$ cat config.mk
export PLATFORM = sky130hd
export DESIGN_NAME = rtc_monitor
export DESIGN_NICKNAME = d
export VERILOG_FILES = /design/src/hdl/rtc_monitor_pkg.sv /design/src/hdl/alarm_matcher.sv /design/src/hdl/rtc_monitor.sv
export SDC_FILE = /design/constraint.sdc
export NUM_CORES = 1
export LEC_CHECK = 0
export BUFFER_PORTS_ARGS = -buffer_cell sky130_fd_sc_hd__buf_2
export CORE_MARGIN = 2
export CORE_UTILIZATION = 47
export CTS_BUF_LIST = sky130_fd_sc_hd__clkbuf_8
export DETAILED_ROUTE_END_ITERATION = 10
export GPL_ROUTABILITY_DRIVEN = 1
export PLACE_DENSITY = 0.82
export RECOVER_POWER = 25
export SLEW_MARGIN = 20
export SYNTH_ARGS = -nofsm -noshare
export SYNTH_HDL_FRONTEND = slang
export SYNTH_SLANG_ARGS = --single-unit
$ cat constraint.sdc
create_clock -name ref_clk -period 5 [get_ports ref_clk]
set_input_delay 0.25 -clock ref_clk [delete_from_list [all_inputs] [get_ports ref_clk]]
set_output_delay 0.25 -clock ref_clk [all_outputs]
set_load 0.1 [all_outputs]
$ cat src/hdl/rtc_monitor_pkg.sv
// package for the rtc monitor and alarm interrupt block: offsets, fields, resets, timing
// assumes a 25 MHz ref_clk; time counters and prescaler live outside on the same clock
//
// Overview of operation
// RQ1 - supply-up reset restores both control registers
// RQ2 - halt flag sets on halt, write-0 clears
// RQ3 - power-on flag set also sets supply-low flag
// RQ4 - three monitor flags encode supply/oscillator condition
// RQ5 - bus locked from power-up until oscillation starts
// RQ6 - supply sampled only in 7.8 ms window per second
// RQ7 - supply-low set suspends sampling until written 0
// RQ8 - after power-up sampling waits for host clear
// RQ9 - low sample sets supply-low flag, stops sampling
// RQ10 - host clears supply-low once after writing seconds
// RQ11 - alarm pin low on weekly/daily time match
// RQ12 - weekly to pin B, daily to A; single-pin both
// RQ13 - periodic interrupt on pin A, pulse or level
// RQ14 - enables: weekly D7, daily D6, period D2..D0
// RQ15 - flags: periodic D2, weekly D1, daily D0
// RQ16 - with enables zero all interrupt pins stay high
// RQ17 - shared pin A is OR of active-low sources
// RQ18 - alarm enable one turns alarm on, zero off
// RQ19 - alarm flag write 1 ignored, 0 clears, releases pin
// RQ20 - clearing alarm flag keeps enable, rearms alarm
// RQ21 - host disables alarm while rewriting alarm time
// RQ22 - enabling on an existing match waits for next match
// RQ23 - period codes: off, low, 2Hz, 1Hz, level s/m/h/month
// RQ24 - level mode holds pin low until periodic flag cleared
// RQ25 - reads never alter flags; only written zeros clear

package rtc_monitor_pkg;

   localparam int unsigned CLK_FREQ_HZ          = 25_000_000;
   // supply sampling window, microseconds
   localparam int unsigned SAMPLE_WINDOW_US     = 7800;
   localparam int unsigned SAMPLE_WINDOW_CYCLES = (SAMPLE_WINDOW_US * (CLK_FREQ_HZ / 1_000_000));

   localparam logic [3:0] ADDR_ENABLE_CONTROL = 4'hE;
   localparam logic [3:0] ADDR_FLAG_STATUS    = 4'hF;

   // interrupt_enable_control fields
   localparam int unsigned BIT_WEEKLY_EN   = 7;
   localparam int unsigned BIT_DAILY_EN    = 6;
   localparam int unsigned BIT_PERIOD_MSB  = 2;

   // interrupt_flag_status fields
   localparam int unsigned BIT_SUPPLY_LOW  = 6;
   localparam int unsigned BIT_OSC_HALT    = 5;
   localparam int unsigned BIT_POWERON     = 4;
   localparam int unsigned BIT_PERIODIC    = 2;
   localparam int unsigned BIT_WEEKLY_FLAG = 1;
   localparam int unsigned BIT_DAILY_FLAG  = 0;

   localparam logic [7:0] RESET_ENABLE_CONTROL = 8'h00;
   localparam logic       RESET_MONITOR_FLAG   = 1'b1;
   localparam logic       RESET_IRQ_FLAG       = 1'b0;

   typedef enum logic [2:0] {
      PERIOD_OFF       = 3'h0,
      PERIOD_FIXED_LOW = 3'h1,
      PERIOD_PULSE_2HZ = 3'h2,
      PERIOD_PULSE_1HZ = 3'h3,
      PERIOD_LVL_SEC   = 3'h4,
      PERIOD_LVL_MIN   = 3'h5,
      PERIOD_LVL_HOUR  = 3'h6,
      PERIOD_LVL_MONTH = 3'h7
   } period_sel_type;

   typedef struct packed {
      logic           weeklyAlarmEnable;
      logic           dailyAlarmEnable;
      logic [2:0]     unused;
      period_sel_type periodSelect;
   } enable_ctrl_type;

   typedef struct packed {
      logic [2:0] dayOfWeek;
      logic [7:0] hour;
      logic [7:0] minute;
   } clock_time_type;

   typedef struct packed {
      logic secondTick;
      logic minuteTick;
      logic hourTick;
      logic monthTick;
      logic wave1Hz;
      logic wave2Hz;
   } time_events_type;

   typedef struct packed {
      logic [3:0] addr;
      logic       write;
      logic       read;
      logic [7:0] writeData;
   } reg_access_type;

endpackage

$ cat src/hdl/alarm_matcher.sv
// one alarm comparator: flags a fresh time match while enabled
// assumes time and alarm values are on ref_clk, stable between counter updates
`timescale 1ns/1ps
`default_nettype none

module alarm_matcher
(
   input  wire logic                           ref_clk,
   input  wire logic                           resetn,
   input  wire logic                           useDay,
   input  wire logic                           enable,
   input  wire rtc_monitor_pkg::clock_time_type timeNow,
   input  wire rtc_monitor_pkg::clock_time_type alarmTime,
   output logic                                matchEvent
);
   import rtc_monitor_pkg::*;

   logic match;
   logic matchSeen_q;

   assign match = (timeNow.hour == alarmTime.hour) && (timeNow.minute == alarmTime.minute)
                  && (!useDay || (timeNow.dayOfWeek == alarmTime.dayOfWeek)); // RQ11

   // tracked even while disabled, so enabling on a standing match stays quiet
   always_ff @(posedge ref_clk or negedge resetn)
   begin
      if (!resetn)
         matchSeen_q <= 1'b1;
      else
         matchSeen_q <= match;
   end

   assign matchEvent = enable && match && !matchSeen_q; // RQ18 RQ22

endmodule // alarm_matcher

`default_nettype wire

$ cat src/hdl/rtc_monitor.sv
// status monitor flags, alarm comparators and periodic interrupt with two control registers
// assumes resetn is the power-on reset from 0 V, and time counters drive events on ref_clk
`timescale 1ns/1ps
`default_nettype none

module rtc_monitor
#(
   parameter int unsigned SAMPLE_WINDOW_LEN = rtc_monitor_pkg::SAMPLE_WINDOW_CYCLES,
   parameter bit          SINGLE_PIN        = 1'b0
)
(
   input  wire logic                            ref_clk,
   input  wire logic                            resetn,
   input  wire rtc_monitor_pkg::reg_access_type regAccess,
   output logic [7:0]                           regReadData,
   output logic                                 busReady,
   input  wire logic                            oscRunningPin,
   input  wire logic                            supplyBelowPin,
   output logic                                 supplySampleEnable,
   input  wire rtc_monitor_pkg::time_events_type timeEvents,
   input  wire rtc_monitor_pkg::clock_time_type timeNow,
   input  wire rtc_monitor_pkg::clock_time_type weeklyAlarmTime,
   input  wire rtc_monitor_pkg::clock_time_type dailyAlarmTime,
   output logic                                 irqOutA_n,
   output logic                                 irqOutAOe,
   output logic                                 irqOutB_n,
   output logic                                 irqOutBOe,
   output logic                                 irqOutSingle_n,
   output logic                                 irqOutSingleOe
);
   import rtc_monitor_pkg::*;

   logic [31:0]     windowCount_q;
   logic            windowActive_q;
   logic            oscSync1_q;
   logic            oscSync2_q;
   logic            supplySync1_q;
   logic            supplySync2_q;
   logic            porActive_q;
   enable_ctrl_type enableCtrl_q;
   logic            poweronFlag_q;
   logic            oscHaltFlag_q;
   logic            supplyLowFlag_q;
   logic            periodicFlag_q;
   logic            weeklyFlag_q;
   logic            dailyFlag_q;
   logic [7:0]      readData_q;
   logic            writeEnable;
   logic            writeCtrl;
   logic            writeFlags;
   logic            clearSupplyLow;
   logic            lowSample;
   logic            weeklyMatch;
   logic            dailyMatch;
   logic            periodicEvent;
   logic            periodicLow;
   logic            weeklyLow;
   logic            dailyLow;
   logic            pinALow;
   logic            pinBLow;
   logic            pinSingleLow;
   logic [7:0]      flagView;

   // both pins are outside the clock domain; second stage only feeds logic
   always_ff @(posedge ref_clk or negedge resetn)
   begin
      if (!resetn)
      begin
         oscSync1_q    <= 1'b0;
         oscSync2_q    <= 1'b0;
         supplySync1_q <= 1'b0;
         supplySync2_q <= 1'b0;
      end
      else
      begin
         oscSync1_q    <= oscRunningPin;
         oscSync2_q    <= oscSync1_q;
         supplySync1_q <= supplyBelowPin;
         supplySync2_q <= supplySync1_q;
      end
   end

   // bus stays locked from power-up until the oscillator is seen running
   always_ff @(posedge ref_clk or negedge resetn)
   begin
      if (!resetn)
         porActive_q <= 1'b1;
      else if (oscSync2_q)
         porActive_q <= 1'b0; // RQ5
   end

   assign busReady    = !porActive_q;
   assign writeEnable = regAccess.write && !porActive_q; // RQ5
   assign writeCtrl   = writeEnable && (regAccess.addr == ADDR_ENABLE_CONTROL);
   assign writeFlags  = writeEnable && (regAccess.addr == ADDR_FLAG_STATUS);

   always_ff @(posedge ref_clk or negedge resetn)
   begin
      if (!resetn)
         enableCtrl_q <= enable_ctrl_type'(RESET_ENABLE_CONTROL); // RQ1
      else if (writeCtrl)
      begin
         enableCtrl_q.weeklyAlarmEnable <= regAccess.writeData[BIT_WEEKLY_EN]; // RQ14
         enableCtrl_q.dailyAlarmEnable  <= regAccess.writeData[BIT_DAILY_EN]; // RQ14
         enableCtrl_q.unused            <= 3'h0;
         enableCtrl_q.periodSelect      <= period_sel_type'(regAccess.writeData[BIT_PERIOD_MSB:0]); // RQ14
      end
   end

   // monitor flags come up set after a supply start from 0 V, giving code 111
   always_ff @(posedge ref_clk or negedge resetn)
   begin
      if (!resetn)
         poweronFlag_q <= RESET_MONITOR_FLAG; // RQ4
      else if (writeFlags && !regAccess.writeData[BIT_POWERON])
         poweronFlag_q <= 1'b0; // RQ25
   end

   // set wins over a same-cycle clear; a written one never sets
   always_ff @(posedge ref_clk or negedge resetn)
   begin
      if (!resetn)
         oscHaltFlag_q <= RESET_MONITOR_FLAG; // RQ4
      else if (!oscSync2_q)
         oscHaltFlag_q <= 1'b1; // RQ2
      else if (writeFlags && !regAccess.writeData[BIT_OSC_HALT])
         oscHaltFlag_q <= 1'b0; // RQ2
   end

   // sampling window: opens on each second tick, lasts the window length
   always_ff @(posedge ref_clk or negedge resetn)
   begin
      if (!resetn)
      begin
         windowCount_q  <= 32'h0;
         windowActive_q <= 1'b0;
      end
      else if (timeEvents.secondTick)
      begin
         windowCount_q  <= 32'h0;
         windowActive_q <= 1'b1; // RQ6
      end
      else if (windowActive_q)
      begin
         windowCount_q <= windowCount_q + 32'h1;
         if (windowCount_q == 32'(SAMPLE_WINDOW_LEN - 1))
            windowActive_q <= 1'b0; // RQ6
      end
   end

   // comparator is powered only in the window and only while the flag is clear
   assign supplySampleEnable = windowActive_q && !supplyLowFlag_q; // RQ6 RQ7 RQ8
   // comparator result is trusted only from the cycle after the window opens
   assign lowSample          = supplySampleEnable && supplySync2_q && (windowCount_q != 32'h0); // RQ9
   assign clearSupplyLow     = writeFlags && !regAccess.writeData[BIT_SUPPLY_LOW];

   always_ff @(posedge ref_clk or negedge resetn)
   begin
      if (!resetn)
         supplyLowFlag_q <= RESET_MONITOR_FLAG; // RQ3 RQ8
      else if (lowSample)
         supplyLowFlag_q <= 1'b1; // RQ9
      else if (clearSupplyLow)
         supplyLowFlag_q <= 1'b0; // RQ7
   end

   alarm_matcher weeklyMatcher
   (
      .ref_clk    (ref_clk),
      .resetn     (resetn),
      .useDay     (1'b1),
      .enable     (enableCtrl_q.weeklyAlarmEnable),
      .timeNow    (timeNow),
      .alarmTime  (weeklyAlarmTime),
      .matchEvent (weeklyMatch)
   );

   alarm_matcher dailyMatcher
   (
      .ref_clk    (ref_clk),
      .resetn     (resetn),
      .useDay     (1'b0),
      .enable     (enableCtrl_q.dailyAlarmEnable),
      .timeNow    (timeNow),
      .alarmTime  (dailyAlarmTime),
      .matchEvent (dailyMatch)
   );

   // alarm flags: clearing leaves the enable alone so the next match fires again
   always_ff @(posedge ref_clk or negedge resetn)
   begin
      if (!resetn)
         weeklyFlag_q <= RESET_IRQ_FLAG;
      else if (weeklyMatch)
         weeklyFlag_q <= 1'b1; // RQ11 RQ20
      else if (writeFlags && !regAccess.writeData[BIT_WEEKLY_FLAG])
         weeklyFlag_q <= 1'b0; // RQ19
   end

   always_ff @(posedge ref_clk or negedge resetn)
   begin
      if (!resetn)
         dailyFlag_q <= RESET_IRQ_FLAG;
      else if (dailyMatch)
         dailyFlag_q <= 1'b1; // RQ11 RQ20
      else if (writeFlags && !regAccess.writeData[BIT_DAILY_FLAG])
         dailyFlag_q <= 1'b0; // RQ19
   end

   // periodic event per select code; pulse modes set the flag on each second tick too
   always_comb
   begin
      periodicEvent = 1'b0;
      unique case (enableCtrl_q.periodSelect)
         PERIOD_OFF,
         PERIOD_FIXED_LOW : periodicEvent = 1'b0;
         PERIOD_PULSE_2HZ,
         PERIOD_PULSE_1HZ,
         PERIOD_LVL_SEC   : periodicEvent = timeEvents.secondTick; // RQ23
         PERIOD_LVL_MIN   : periodicEvent = timeEvents.minuteTick; // RQ23
         PERIOD_LVL_HOUR  : periodicEvent = timeEvents.hourTick; // RQ23
         PERIOD_LVL_MONTH : periodicEvent = timeEvents.monthTick; // RQ23
      endcase
   end

   always_ff @(posedge ref_clk or negedge resetn)
   begin
      if (!resetn)
         periodicFlag_q <= RESET_IRQ_FLAG;
      else if (periodicEvent)
         periodicFlag_q <= 1'b1; // RQ15
      else if (writeFlags && !regAccess.writeData[BIT_PERIODIC])
         periodicFlag_q <= 1'b0; // RQ24
   end

   // pulse modes follow the prescaler wave low phase; level modes follow the flag
   always_comb
   begin
      periodicLow = 1'b0;
      unique case (enableCtrl_q.periodSelect)
         PERIOD_OFF       : periodicLow = 1'b0; // RQ16
         PERIOD_FIXED_LOW : periodicLow = 1'b1; // RQ23
         PERIOD_PULSE_2HZ : periodicLow = !timeEvents.wave2Hz; // RQ13
         PERIOD_PULSE_1HZ : periodicLow = !timeEvents.wave1Hz; // RQ13
         PERIOD_LVL_SEC,
         PERIOD_LVL_MIN,
         PERIOD_LVL_HOUR,
         PERIOD_LVL_MONTH : periodicLow = periodicFlag_q; // RQ24
      endcase
   end

   // a disabled alarm lets go of its pin even if its flag is still set
   assign weeklyLow    = weeklyFlag_q && enableCtrl_q.weeklyAlarmEnable; // RQ18
   assign dailyLow     = dailyFlag_q && enableCtrl_q.dailyAlarmEnable; // RQ18
   assign pinALow      = !SINGLE_PIN && (dailyLow || periodicLow); // RQ12 RQ17
   assign pinBLow      = !SINGLE_PIN && weeklyLow; // RQ12
   assign pinSingleLow = SINGLE_PIN && (weeklyLow || dailyLow || periodicLow); // RQ12 RQ17

   // open-drain pins: only ever pull low, enable marks the pull
   assign irqOutA_n      = 1'b0;
   assign irqOutAOe      = pinALow;
   assign irqOutB_n      = 1'b0;
   assign irqOutBOe      = pinBLow;
   assign irqOutSingle_n = 1'b0;
   assign irqOutSingleOe = pinSingleLow;

   always_comb
   begin
      flagView                  = 8'h00;
      flagView[BIT_SUPPLY_LOW]  = supplyLowFlag_q;
      flagView[BIT_OSC_HALT]    = oscHaltFlag_q;
      flagView[BIT_POWERON]     = poweronFlag_q;
      flagView[BIT_PERIODIC]    = periodicFlag_q;
      flagView[BIT_WEEKLY_FLAG] = weeklyFlag_q;
      flagView[BIT_DAILY_FLAG]  = dailyFlag_q;
   end

   // read data lands one cycle after the strobe; reads touch no flag
   always_ff @(posedge ref_clk or negedge resetn)
   begin
      if (!resetn)
         readData_q <= 8'h00;
      else if (regAccess.read && !porActive_q)
      begin
         if (regAccess.addr == ADDR_ENABLE_CONTROL)
            readData_q <= enableCtrl_q;
         else if (regAccess.addr == ADDR_FLAG_STATUS)
            readData_q <= flagView; // RQ25
         else
            readData_q <= 8'h00;
      end
   end

   assign regReadData = readData_q;

endmodule // rtc_monitor

`default_nettype wire

==> After elaboration in Yosys (flattened, before gate mapping) <==
Index checks and enable logic that the tools add are counted.
{ "op_classes": {"n_addsub": 1, "reduce_logical": 45, "eq_ne": 16, "muxes": 19} }
{ "ops": {"columns": ["cell", "count"], "rows": [
  ["$mux 32", 2],
  ["$add 32x1->32 const B", 1],
  ["$eq 32x18->1 const B", 1],
  ["$eq 8x8->1", 4],
  ["$reduce_bool 32->1", 1],
  ["$logic_and 1x1->1", 22],
  ["$mux 1", 13],
  ["$eq 3x3->1 const B", 4],
  ["$logic_not 1->1", 12],
  ["$pmux 1 s5", 2],
  ["$reduce_bool 2->1", 5],
  ["$eq 4x4->1 const B", 2],
  ["$mux 8", 1],
  ["$mux 7", 1],
  ["$eq 3x2->1 const B", 2],
  ["$reduce_or 4->1", 1],
  ["$eq 3x1->1 const B", 1],
  ["$eq 3x3->1", 1],
  ["$logic_not 3->1", 1],
  ["$reduce_or 3->1", 1],
  ["$ne 2x1->1 const B", 1],
  ["$reduce_or 2->1", 1],
  ["$logic_or 1x1->1", 1]
]} }
{ "word_totals": {"elab_cells": 100, "out_inout_bits": 16, "in_bits": 81, "register_bits": 59} }

==> Depth between registers and ports, before layout <==
{ "depth": {"word_depth": 6, "ltp_mapped": 7, "depth_no_buf": 6} }

==> Hierarchy <==
Synthesis repeated with hierarchy kept, for this count alone.
{ "unflattened": {"cells_unflattened": 342, "area_unflattened_um2": 3335.7} }
{ "modules_own_cells": {"columns": ["mod", "instances", "cells_each", "area_per_inst_um2", "seq_area_each_um2"], "rows": [
  ["rtc_monitor", 1, 286, 2832.7, 1406.3],
  ["alarm_matcher", 2, 28, 251.5, 26.3]
]} }

==> Worst setup path before layout <==
OpenSTA, ideal clock, no wires.
{ "synth_path": {"path_kind": "flip-flop to flip-flop", "from": "register windowActive_q", "to": "register supplyLowFlag_q", "setup_time_ns": 0.070, "n_path_buf": 1, "arrival_time_ns": 2.318, "required_ns": 4.930, "setup_slack_ns": 2.612, "path_stages_with_launch": 5, "synth_period_minus_slack_ns": 2.388, "cell_sequence": "dfrtp_1 > buf_4 > nor2b_1 > o311ai_0 > nand2_1"} }
{ "synth_via": {"elab_chain_len": 4, "elab_cells_between_ends": 5, "classes_between": "mux: 1; reduce/logical: 4"} }
{ "synth_lines": {"columns": ["item", "line_no", "source"], "rows": [
  ["start: declaration", "rtc_monitor.sv:34", "logic windowActive_q;"],
  ["start signal: assignment", "rtc_monitor.sv:136", "windowActive_q <= 1'b0;"],
  ["start signal: assignment", "rtc_monitor.sv:141", "windowActive_q <= 1'b1;"],
  ["start signal: assignment", "rtc_monitor.sv:147", "windowActive_q <= 1'b0;"],
  ["$logic_and 1x1->1 (*)", "rtc_monitor.sv:152", "assign supplySampleEnable = windowActive_q && !supplyLowFlag_q;"],
  ["named net supplySampleEnable", "rtc_monitor.sv:19", "output logic supplySampleEnable,"],
  ["$logic_and 1x1->1 (*) (2 in a row)", "rtc_monitor.sv:154", "assign lowSample = supplySampleEnable && supplySync2_q && (windowCount_q != 32'h0);"],
  ["$mux 1 or $reduce_bool 2->1 (tied branches)", null, null],
  ["end signal: assignment", "rtc_monitor.sv:160", "supplyLowFlag_q <= RESET_MONITOR_FLAG;"],
  ["end signal: assignment", "rtc_monitor.sv:162", "supplyLowFlag_q <= 1'b1;"],
  ["end signal: assignment", "rtc_monitor.sv:164", "supplyLowFlag_q <= 1'b0;"],
  ["end: declaration", "rtc_monitor.sv:43", "logic supplyLowFlag_q;"]
]} }
The timed path passes the listed nets; every way through them passes the cells marked *.
A chain may end at the register's enable or synchronous reset.

==> results.json <==
{
  "avgSynthCellArea_um2": 9.68,
  "drv_slew": 59,
  "cp_slowest_cell": "clkbuf_1",
  "arrival_ns": 2.43,
  "critPathMaxStageDelay_ns": 2.08,
  "die_h_um": 88.1,
  "cts_buffers": 9,
  "layout-drive-gt1-share_pct": 28.0,
  "die_w_um": 88.1,
  "h-tree-depth": 3,
  "hold_class": "input port to flip-flop",
  "clock_sinks": 58,
  "synth_area_mm2": 0.00332,
  "synthDistinctLibCells": 46,
  "synth_top_family_by_area": "simple AND/OR/NAND/NOR gates",
  "nNetsFinal": 508,
  "placed_cell_area_mm2": 0.00378,
  "total_power_w": 0.00114,
  "hold_buffers": 0,
  "drv_cap": 1,
  "violations": "capacitance limit, slew limit",
  "wl_um": 7590,
  "path_cells": "buf_2 > clkbuf_1",
  "mostFrequentLayoutCell": "buf_2",
  "cts-resized-gates": 0,
  "worst-r2r-setup-slack_ns": 2.51,
  "port-buffer-count": 87,
  "crit_required_ns": 4.79,
  "clk_pin_slew_ns": 0.06,
  "ys_seq_elements": 58,
  "relSlewSlack_pct": -97.3,
  "status": "complete, but fails checks",
  "fin_tns_setup_ns": 0,
  "critPathTopFamily": "buffers and inverters",
  "initialDrtViolationCount": 192,
  "die_area_mm2": 0.00776,
  "largest_reg_flops": 32,
  "antenna_found_initial": 0,
  "crit_path_max_fanout": 58,
  "setup_violations": 0,
  "cts_setup_buffers": 0,
  "wl_per_cell_um": 14.5,
  "grt_use_total_pct": 20.9,
  "overflow": 0,
  "start_util_pct": 48.6,
  "cts_tree": "done",
  "clock.fmax_ghz": 0.378,
  "core_area_mm2": 0.00683,
  "grt_max_degree": 59,
  "area.growth.synth_to_final_pct": 19.3,
  "vdd_drop_max_uv": 183,
  "final_area_mm2": 0.00396,
  "top_register": "windowCount_q",
  "synth_cells": 343,
  "crit_buf_inv": 2,
  "place_congestion": 0.866,
  "cts_max_path_buffers": 2,
  "p_leak_nw": 1.76,
  "powerDensity_mw_per_mm2": 287,
  "row_count": 30,
  "finalHoldViolations": 0,
  "grt_pass1_vias": 2965,
  "io_pins": 97,
  "fin_crit_sh_pct": 52.9,
  "synth_compound_area_share_pct": 12.5,
  "rsz0062_at_grt": "no",
  "post-route-drc-count": 0,
  "period_needed_ns": 2.64,
  "vias": 2948,
  "antenna_left": 0,
  "synthMuxAreaShare_pct": 3.65,
  "yosys.area_share.simple_pct": 22.4,
  "grt_pass1_wl_um": 12800,
  "final_cell_mix": "buf_2, dfrtp_1, nand2_1",
  "yosys.area_share.adder_pct": 0.753,
  "synth_xor_area_share_pct": 11.9,
  "dp_hpwl_um": 5490,
  "end_kind": "async pin",
  "crit_type": "input port to async pin",
  "ys_seq_area_share_pct": 43.9,
  "fin_skew_ns": 0.00870,
  "startpoint_type": "input port",
  "yosysWarnings": 0,
  "insertion_delay_ns": 0.34,
  "num_antenna_cells": 0,
  "tightest_slew_ns": 2.96,
  "avgViaCountPerCell": 5.62,
  "clock-root-buffer": "clkbuf_8",
  "dr.pass1.iters": 4
}
==> layout make-up <==
| cell class | instances | area, µm² |
|---|---|---|
| Fill cell | 599 | 2870 |
| Clock inverter | 5 | 47.5 |
| Inverter | 11 | 41.3 |
| Tap cell | 96 | 120 |
| Timing Repair Buffer | 88 | 439 |
| Multi-Input combinational cell | 257 | 1720 |
| Clock buffer | 10 | 138 |
| Sequential cell | 58 | 1460 |
==> cells in the mapped netlist, drive strengths merged <==
cell    count  area, µm²
o311ai      1       8.76
xor2       28        245
dfstp       6        158
and3        7       43.8
clkbuf      8       30.0
mux2i       2       20.0
o21a        7       52.6
a221o       1       10.0
buf        13       87.6
or3         3       18.8
a31o        1       8.76
nor4b       1       8.76
and2        3       18.8
nand3b      1       7.51
o211a       1       17.5
and4        5       48.8
nor4       18        119
nor2b       4       25.0
o31a        3       26.3
nor2       21       78.8
dfrtp      52       1300
a22oi       5       37.5
or4        11       82.6
mux2        9        101
o31ai      11       82.6
nor3        3       15.0
nand3      11       60.1
conb        1       3.75
a41oi       1       8.76
a311oi      1       8.76
inv        11       41.3
nand4      15        109
ha          2       25.0
o21ai      15       75.1
o41ai       1       8.76
xnor2      17        149
nand2      29        109
a21oi      14       70.1
==> per-layer routing <==
| layer | vias up | GRT usage, % | routed length, µm |
|---|---|---|---|
| li1 | 1409 | - | - |
| met1 | 1437 | 25.0 | 3280 |
| met2 | 82 | 35.5 | 3800 |
| met3 | 20 | 3.96 | 305 |
| met4 | 0 | 11.0 | 206 |
| met5 | - | 0 | 0 |
==> report_power, final <==
part / internal, W / switching [W]
combinational: 0.0000673 / 0.000142
sequential: 0.000492 / 0.0000248
clock: 0.000235 / 0.000177
total: 0.000795 / 0.000344
==> path summary, 6_finish.rpt <==
kind                            cells past startpoint           start                 to
worst max-delay path                                2          resetn     windowActive_q
worst min-delay path                                1   oscRunningPin         oscSync1_q
worst min register to register                      0   supplySync1_q      supplySync2_q
worst max register to register                      4  windowActive_q  windowCount_q[31]
min in group asynchronous                           2          resetn  windowCount_q[20]
max in group ref_clk                                4  windowActive_q  windowCount_q[31]
==> logic make-up after synthesis <==
logic type	after synthesis
buffers and inverters	32
adder cells (fa/ha/maj)	2
flip-flops	58
AO/OA/AOI/OAI	62
other	1
XOR/XNOR	45
AND/OR/NAND/NOR	132
multiplexers	11
==> through the flow <==
stage	cells	utilization, %	worst slack, ns	hold slack [ns]
after floorplan	347	-	2.61	-0.0456
after global placement	510	55.4	2.26	0.333
after detailed placement	510	55.4	2.18	0.336
after CTS	525	58.1	2.51	0.00601
after global routing	525	58.0	1.72	0.00801
final	525	58.0	2.36	0.0166
No activity file was read; power rests on OpenSTA's default activity.
